**src/logic/mtsc_pkg.sv**
```systemverilog
// package for the traffic statistics counter bank
package mtsc_pkg;
   localparam int MTSC_AW = 16;
   localparam logic [15:0] MTSC_OFS_TX_OCT_LO = 16'h40C8;
   localparam logic [15:0] MTSC_OFS_TX_OCT_HI = 16'h40CC;
   localparam logic [15:0] MTSC_OFS_RX_ALL = 16'h40D0;
   localparam logic [15:0] MTSC_OFS_TX_ALL = 16'h40D4;
   localparam logic [15:0] MTSC_OFS_TX_GROUP = 16'h40F0;
   localparam logic [15:0] MTSC_OFS_TX_BCAST = 16'h40F4;
   localparam logic [15:0] MTSC_OFS_SEG_CTX = 16'h40F8;
   localparam logic [15:0] MTSC_OFS_IRQ = 16'h4100;
   localparam logic [15:0] MTSC_OFS_CTRL = 16'h4110;
   localparam int MTSC_CTRL_TX_EN_BIT = 0;
   localparam int MTSC_CTRL_RX_EN_BIT = 1;
   localparam int MTSC_CTRL_TSO_EN_BIT = 2;
   localparam logic [31:0] MTSC_CNT_RESET = 32'h0000_0000;
   localparam logic [2:0] MTSC_CTRL_RESET = 3'h0;
   localparam logic [31:0] MTSC_UNMAPPED_DATA = 32'h0000_0000;
   localparam int MTSC_LEN_W = 16;
   localparam int MTSC_NUM_CNT = 6;
   localparam int MTSC_IDX_RX_ALL = 0;
   localparam int MTSC_IDX_TX_ALL = 1;
   localparam int MTSC_IDX_TX_GROUP = 2;
   localparam int MTSC_IDX_TX_BCAST = 3;
   localparam int MTSC_IDX_SEG_CTX = 4;
   localparam int MTSC_IDX_IRQ = 5;

   typedef struct packed {
      logic done;
      logic complete;
      logic group;
      logic bcast;
      logic pause;
      logic [MTSC_LEN_W-1:0] len;
   } mtsc_tx_evt_t;

   typedef struct packed {
      logic done;
      logic filt_reject;
      logic bcast;
   } mtsc_rx_evt_t;

   typedef enum logic [1:0] {
      MTSC_BUS_IDLE = 2'b00,
      MTSC_BUS_ACK = 2'b01
   } mtsc_bus_st_t;
endpackage

```
**src/logic/mtsc_stats.sv**
```systemverilog
// traffic statistics counter bank with classic wishbone slave
//
// Overview of operation
// - octets transmitted kept as 64 bits, read as low and high words
// - reading low word snapshots high word for the following high read
// - octet counter saturates at all ones instead of wrapping
// - every sent frame adds destination address through crc bytes
// - partially sent frames, like collided ones, add no octets
// - transmit counters move only while transmission is enabled
// - received frames counted only while reception is enabled
// - filter-rejected broadcast frames still counted; other rejected ones not
// - total sent frames counts each complete frame, pause frames included
// - total sent frames includes secure, sideband and management-generated frames
// - multicast sent counter excludes pause frames, needs transmit enable
// - broadcast sent counter counts standard and secure frames, transmit enabled
// - segmentation context counted once when its last piece is buffered
// - segmentation context counts need transmit and offload enabled
// - interrupt counter counts every interrupt assertion
// - event counters 32-bit, octet counter 64-bit; all read-only, reset to zero
`timescale 1ns/1ns
module mtsc_stats
import mtsc_pkg::*;
#(
   parameter int OCT_W = 64
)
(
   input wire logic clk_i,
   input wire logic rst_i,
   input wire logic cyc_i,
   input wire logic stb_i,
   input wire logic we_i,
   input wire logic [MTSC_AW-1:0] adr_i,
   input wire logic [3:0] sel_i,
   input wire logic [31:0] dat_i,
   output logic [31:0] dat_o,
   output logic ack_o,
   input wire mtsc_tx_evt_t tx_evt_i,
   input wire mtsc_rx_evt_t rx_evt_i,
   input wire logic seg_ctx_last_i,
   input wire logic irq_assert_i,
   output logic tx_en_o,
   output logic rx_en_o,
   output logic tso_en_o
);
   logic [2:0] ctrl_q;
   logic tx_en;
   logic rx_en;
   logic tso_en;
   logic tx_ok;
   logic oct_inc;
   logic [OCT_W-1:0] oct_cnt;
   logic [31:0] oct_hi_snap_q;
   logic [MTSC_NUM_CNT-1:0] cnt_inc;
   logic [31:0] cnt_val [MTSC_NUM_CNT];
   logic [31:0] rd_data_d;
   logic [31:0] dat_q;
   logic ack_q;
   logic req;
   logic rd_lo;
   mtsc_bus_st_t st_q;

   function automatic logic hit(input logic [MTSC_AW-1:0] a, input logic [15:0] ofs);
      hit = (a[MTSC_AW-1:2] == ofs[MTSC_AW-1:2]);
   endfunction

   assign tx_en = ctrl_q[MTSC_CTRL_TX_EN_BIT];
   assign rx_en = ctrl_q[MTSC_CTRL_RX_EN_BIT];
   assign tso_en = ctrl_q[MTSC_CTRL_TSO_EN_BIT];
   assign tx_en_o = tx_en;
   assign rx_en_o = rx_en;
   assign tso_en_o = tso_en;

   // a frame only counts once it has gone out whole
   assign tx_ok = tx_evt_i.done && tx_evt_i.complete && tx_en;
   assign oct_inc = tx_ok;

   mtsc_sat_counter #(
      .WIDTH(OCT_W),
      .INC_W(MTSC_LEN_W)
   ) u_oct (
      .clk_i(clk_i),
      .rst_i(rst_i),
      .inc_i(oct_inc),
      .amount_i(tx_evt_i.len),
      .count_o(oct_cnt)
   );

   always_comb
   begin
      cnt_inc = '0;
      // rejected frames drop out unless they are broadcast
      cnt_inc[MTSC_IDX_RX_ALL] = rx_evt_i.done && rx_en
                                 && (!rx_evt_i.filt_reject || rx_evt_i.bcast);
      cnt_inc[MTSC_IDX_TX_ALL] = tx_ok;
      cnt_inc[MTSC_IDX_TX_GROUP] = tx_ok && tx_evt_i.group && !tx_evt_i.pause;
      cnt_inc[MTSC_IDX_TX_BCAST] = tx_ok && tx_evt_i.bcast;
      cnt_inc[MTSC_IDX_SEG_CTX] = seg_ctx_last_i && tx_en && tso_en;
      cnt_inc[MTSC_IDX_IRQ] = irq_assert_i;
   end

   // event counters wrap; only the octet pair is specified to saturate
   genvar gi;
   generate
      for (gi = 0; gi < MTSC_NUM_CNT; gi++)
      begin : g_cnt
         logic [31:0] c_q;
         always_ff @(posedge clk_i)
         begin
            if (rst_i)
               c_q <= MTSC_CNT_RESET;
            else if (cnt_inc[gi])
               c_q <= c_q + 32'h0000_0001;
         end
         assign cnt_val[gi] = c_q;
      end
   endgenerate

   assign req = cyc_i && stb_i && !ack_q;
   assign rd_lo = req && !we_i && hit(adr_i, MTSC_OFS_TX_OCT_LO);

   // high word is frozen at low read so the pair stays coherent
   always_ff @(posedge clk_i)
   begin
      if (rst_i)
         oct_hi_snap_q <= MTSC_CNT_RESET;
      else if (rd_lo)
         oct_hi_snap_q <= oct_cnt[63:32];
   end

   always_ff @(posedge clk_i)
   begin
      if (rst_i)
         ctrl_q <= MTSC_CTRL_RESET;
      else if (req && we_i && sel_i[0] && hit(adr_i, MTSC_OFS_CTRL))
         ctrl_q <= dat_i[2:0];
   end

   always_comb
   begin
      rd_data_d = MTSC_UNMAPPED_DATA;
      if (hit(adr_i, MTSC_OFS_TX_OCT_LO))
         rd_data_d = oct_cnt[31:0];
      else if (hit(adr_i, MTSC_OFS_TX_OCT_HI))
         rd_data_d = oct_hi_snap_q;
      else if (hit(adr_i, MTSC_OFS_RX_ALL))
         rd_data_d = cnt_val[MTSC_IDX_RX_ALL];
      else if (hit(adr_i, MTSC_OFS_TX_ALL))
         rd_data_d = cnt_val[MTSC_IDX_TX_ALL];
      else if (hit(adr_i, MTSC_OFS_TX_GROUP))
         rd_data_d = cnt_val[MTSC_IDX_TX_GROUP];
      else if (hit(adr_i, MTSC_OFS_TX_BCAST))
         rd_data_d = cnt_val[MTSC_IDX_TX_BCAST];
      else if (hit(adr_i, MTSC_OFS_SEG_CTX))
         rd_data_d = cnt_val[MTSC_IDX_SEG_CTX];
      else if (hit(adr_i, MTSC_OFS_IRQ))
         rd_data_d = cnt_val[MTSC_IDX_IRQ];
      else if (hit(adr_i, MTSC_OFS_CTRL))
         rd_data_d = {29'h0000_0000, ctrl_q};
   end

   // one-cycle answer, ack drops the cycle after; writes to counters ignored
   always_ff @(posedge clk_i)
   begin
      if (rst_i)
      begin
         st_q <= MTSC_BUS_IDLE;
         ack_q <= 1'b0;
         dat_q <= MTSC_UNMAPPED_DATA;
      end
      else
      begin
         case (st_q)
            MTSC_BUS_IDLE:
            begin
               ack_q <= req;
               if (req)
               begin
                  st_q <= MTSC_BUS_ACK;
                  dat_q <= we_i ? MTSC_UNMAPPED_DATA : rd_data_d;
               end
            end
            MTSC_BUS_ACK:
            begin
               ack_q <= 1'b0;
               st_q <= MTSC_BUS_IDLE;
            end
            default:
            begin
               ack_q <= 1'b0;
               st_q <= MTSC_BUS_IDLE;
            end
         endcase
      end
   end

   assign ack_o = ack_q;
   assign dat_o = dat_q;
endmodule

```
**src/logic/mtsc_sat_counter.sv**
```systemverilog
// saturating counter with enable gate and increment amount
`timescale 1ns/1ns
module mtsc_sat_counter
#(
   parameter int WIDTH = 32,
   parameter int INC_W = 16
)
(
   input wire logic clk_i,
   input wire logic rst_i,
   input wire logic inc_i,
   input wire logic [INC_W-1:0] amount_i,
   output logic [WIDTH-1:0] count_o
);
   logic [WIDTH-1:0] count_q;
   logic [WIDTH:0] sum_d;

   always_comb
   begin
      sum_d = {1'b0, count_q} + {{(WIDTH+1-INC_W){1'b0}}, amount_i};
   end

   // clamp instead of wrapping so software never sees a small value after overflow
   always_ff @(posedge clk_i)
   begin
      if (rst_i)
         count_q <= '0;
      else if (inc_i)
      begin
         if (sum_d[WIDTH])
            count_q <= '1;
         else
            count_q <= sum_d[WIDTH-1:0];
      end
   end

   assign count_o = count_q;
endmodule

```
**config.mk**
```make
export PLATFORM = sky130hd
export DESIGN_NAME = mtsc_stats
export DESIGN_NICKNAME = d
export VERILOG_FILES = /design/src/logic/mtsc_pkg.sv /design/src/logic/mtsc_stats.sv /design/src/logic/mtsc_sat_counter.sv
export SDC_FILE = /design/constraint.sdc
export NUM_CORES = 1
export LEC_CHECK = 0
export BUFFER_PORTS_ARGS = -buffer_cell sky130_fd_sc_hd__buf_2
export CAP_MARGIN = 10
export CORE_ASPECT_RATIO = 1.25
export CORE_MARGIN = 5
export CORE_UTILIZATION = 30
export CTS_BUF_LIST = sky130_fd_sc_hd__clkbuf_4 sky130_fd_sc_hd__clkbuf_8
export DETAILED_ROUTE_END_ITERATION = 7
export PLACE_DENSITY_LB_ADDON = 0.12
export SLEW_MARGIN = 20
export SYNTH_ARGS = -nofsm -noshare
export SYNTH_HDL_FRONTEND = slang
export SYNTH_SLANG_ARGS = --single-unit
```
**constraint.sdc**
```tcl
create_clock -name clk_i -period 5 [get_ports clk_i]
set_input_delay 1.5 -clock clk_i [delete_from_list [all_inputs] [get_ports clk_i]]
set_output_delay 1.5 -clock clk_i [all_outputs]
set_load 0.05 [all_outputs]
```
==> results by group <==
Outcome
  – Outcome: finished, final reports clean

Cells and area
  – Nets: roughly 2100
  – Most common cell after layout, fill and taps aside: dfxtp_1
  – ANT cells: 0
  – Finished Core Util: 0.3491
  – Commonest non-fill, non-tap cells in the layout: dfxtp_1 (325), nor2_1 (258), nand2_1 (206), xor2_1 (148), a21oi_1 (135)
  – Share of cells above drive strength 1: 0.1409
  – Area growth, synth to finish: 15.36%
  – Final Non-Filler Cells: about 2800

Power
  – PD cells: 294.1 nW/um^2
  – Pleak: 6.806 nW
  – Total chip power: 5.516 mW
  – VDD IR max: around 0.20 mV

Clocking
  – Reg clk slew, reported paths: 0.06 ns
  – Post-CTS setup buffer count: 0
  – Cts hold-fix bufs: 0
  – CTS Root Cell: clkbuf_8
  – H-tree depth: 2
  – Clk sinks: 325
  – CTS tree: built
  – Num CTS Buffers: between 50 and 60
  – Clk Latency, worst-skew pair: 0.61 ns
  – Post-CTS Resized: 0
  – Maximum clock insertion buffer count: 3

Timing
  – Hold Fails Final Rpt: 0
  – Setup TNS: 0 ns
  – RSZ-0062 raised after global routing: false
  – Worst Skew: around 0.017 ns
  – Fmax: 0.2600 GHz
  – Crit path time final: just under 4 ns
  – Final setup vio count: 0
  – Slew headroom: 0.4385
  – Final Max Tran Viols: 0
  – Least-Margin Pin Slew: 0.8423 ns
  – Final period utilization: 0.7692

Worst hold path
  – Hold path startpoint: oct_hi_snap_q[9]
  – Worst Hold End: oct_hi_snap_q[9]
  – Hold depth: 2
  – Worst Hold Class: flop to flop

Detailed routing
  – Wire per inst: 17.14 um
  – Metal2 WL: 24.20 mm
  – First-pass DRT Iterations: 5
  – Vias/cell: 4.975
  – Routed WL: 47.50 mm
  – DR top layer: met4
  – DRC violations left: 0
  – Met3 WL: 1.247 mm
  – Routed Antenna Nets: 0
  – Via count: 13790
  – Met1 WL: 20.42 mm
  – First DRT Iteration DRCs: 640

GRT
  – Tot GR Track Use: 0.1578
  – GR Overflow Total: 0
  – Global-route wire length before repair: roughly 76 mm
  – Largest net degree at the start of global routing: 119
  – Initial antenna violation count: 0
  – Number of global-route vias before repair: 13940

Yosys
  – Ys flop type: dfxtp_1
  – Share of the synthesized area in the top cell type: 0.4002
  – Avg Synthesized Cell Area: 8.455 um^2
  – Largest cells by area after synthesis: dfxtp_1 (40%), xor2_1 (8.0%), nor2_1 (6.0%)
  – Cell taking the most area after synthesis: dfxtp_1
  – Synth Warn #: 0
  – Mapped Area: 16260 um^2
  – FFs w/ async S/R, synth: 0
  – Register area share after synthesis: 0.4002
  – Synthesized Nets: 2029
  – Post-Synthesis Cells: 1923
  – Synth unique cells: a little under 70
  – Number of synthesized flops with an enable pin: 0
  – Synthesized flop and latch total: 325

Place
  – Hpwl dp: 34.33 mm
  – Dpl cells: between 2000 and 3000
  – RD Place Congestion: 0.8082
  – Port Buffers: 84

Worst setup path
  – Reg2reg start: u_oct.count_o[0]
  – CP Max Fanout: 25
  – Reg2Reg Capture Point: u_oct.count_o[47]
  – Reg2reg path depth: 10
  – Crit. End Element: flop
  – Worst path arrival time: 4.30 ns
  – R2R setup slack: 1.84 ns
  – Nature of the critical path startpoint: input port
  – Kind of critical path: input port to flop
  – WP data required: 5.45 ns

Floorplan
  – Die Wd: 218.2 um
  – Io pins: 119
  – Starting Density: 0.3026
  – Die Y: 270.3 um
  – FP Rows: between 90 and 100
  – Total Die Area: 58980 um^2
  – Core ar.: 53730 um^2

Flow run
  – Total of max-cap violations: 0
[cells in the mapped netlist (all sizes together), types with 28 or more instances]
master	count
dfxtp	325
nor2	258
nand2	207
xor2	148
a21oi	135
o21ai	102
nand3	77
clkbuf	71
mux2i	66
nand4	57
and3	44
xnor2	43
buf	34
or3	34
a211oi	30
a222oi	29
mux2	29
and4	28
[worst max path at each step]
stage                 from           endpoint  slack, ns  depth (start not counted)
4_1_cts        tx_evt_i[0]  u_oct.count_o[47]       1.17                         11
5_1_grt        tx_evt_i[0]  u_oct.count_o[47]       1.03                         11
3_5_place_dp   tx_evt_i[0]  u_oct.count_o[45]       0.53                         11
3_3_place_gp   tx_evt_i[0]  u_oct.count_o[47]       0.58                         11
6_report       tx_evt_i[0]  u_oct.count_o[47]       1.15                         11
2_1_floorplan  tx_evt_i[0]  u_oct.count_o[10]       1.12                         11
[sequential cells by signal (all words and copies together) (netlist names)]
| signal | flops |
|---|---|
| oct_hi_snap_q | 32 |
| u_oct.count_o | 64 |
| dat_o | 32 |
| st_q | 1 |
| ctrl_q | 3 |
| ack_o | 1 |
| g_cnt.c_q | 192 |
[final cells by class]
| class | instances | area (um^2) |
|---|---|---|
| clock buffer | 96 | 1209 |
| timing repair buffer | 123 | 738.2 |
| sequential | 325 | 6506 |
| multi-input combinational | 1472 | 9230 |
| inverter | 21 | 78.83 |
| clock inverter | 7 | 85.08 |
| tap | 727 | 909.6 |
| fill | 5742 | 34970 |
[where the power goes]
| group | total [mW] | internal [mW] | leakage [nW] | switching, mW |
|---|---|---|---|---|
| Clock | 2.76 | 1.61 | 0.691 | 1.14 |
| Sequential | 2.60 | 2.59 | 2.62 | 0.00302 |
| Combinational | 0.164 | 0.0510 | 3.50 | 0.113 |
[layer usage]
| metal | up-vias | global-route usage |
|---|---|---|
| met5 | - | 0 |
| met4 | 0 | 0.05621 |
| met3 | 91 | 0.02175 |
| met2 | 169 | 0.2849 |
| met1 | 6523 | 0.1903 |
| li1 | 7003 | - |
[critical path, stage by stage]
cell and delay, ns:
buf_2 0.10, ha_1 0.23, fa_1 0.44, a211oi_1 0.30, o21ai_1 0.21, o2111ai_1 0.31
o211a_1 0.39, buf_4 0.23, or3_1 0.15, buf_4 0.31, a31oi_1 0.12
[cells by family after synthesis]
family | count (synthesis) | share of synthesized area
buffers and inverters | 126 | 0.03301
multiplexers | 95 | 0.06072
XOR/XNOR | 191 | 0.1029
flip-flops | 325 | 0.4002
adder cells (fa/ha/maj) | 23 | 0.01816
AO/OA/AOI/OAI | 370 | 0.1438
AND/OR/NAND/NOR | 793 | 0.2412
[metrics by stage]
| stage | cell area (um^2) | hold slack [ns] | setup WS, ns |
|---|---|---|---|
| after detailed placement | 17460 | 0.4445 | 0.5290 |
| after global placement | 17460 | 0.4385 | 0.5774 |
| final | 18760 | 0.4520 | 1.154 |
| after global routing | 18760 | 0.4737 | 1.035 |
| after floorplan | 16260 | 0.4284 | 1.123 |
| after CTS | 18760 | 0.4517 | 1.174 |
Power figures use the tool's default switching activity.
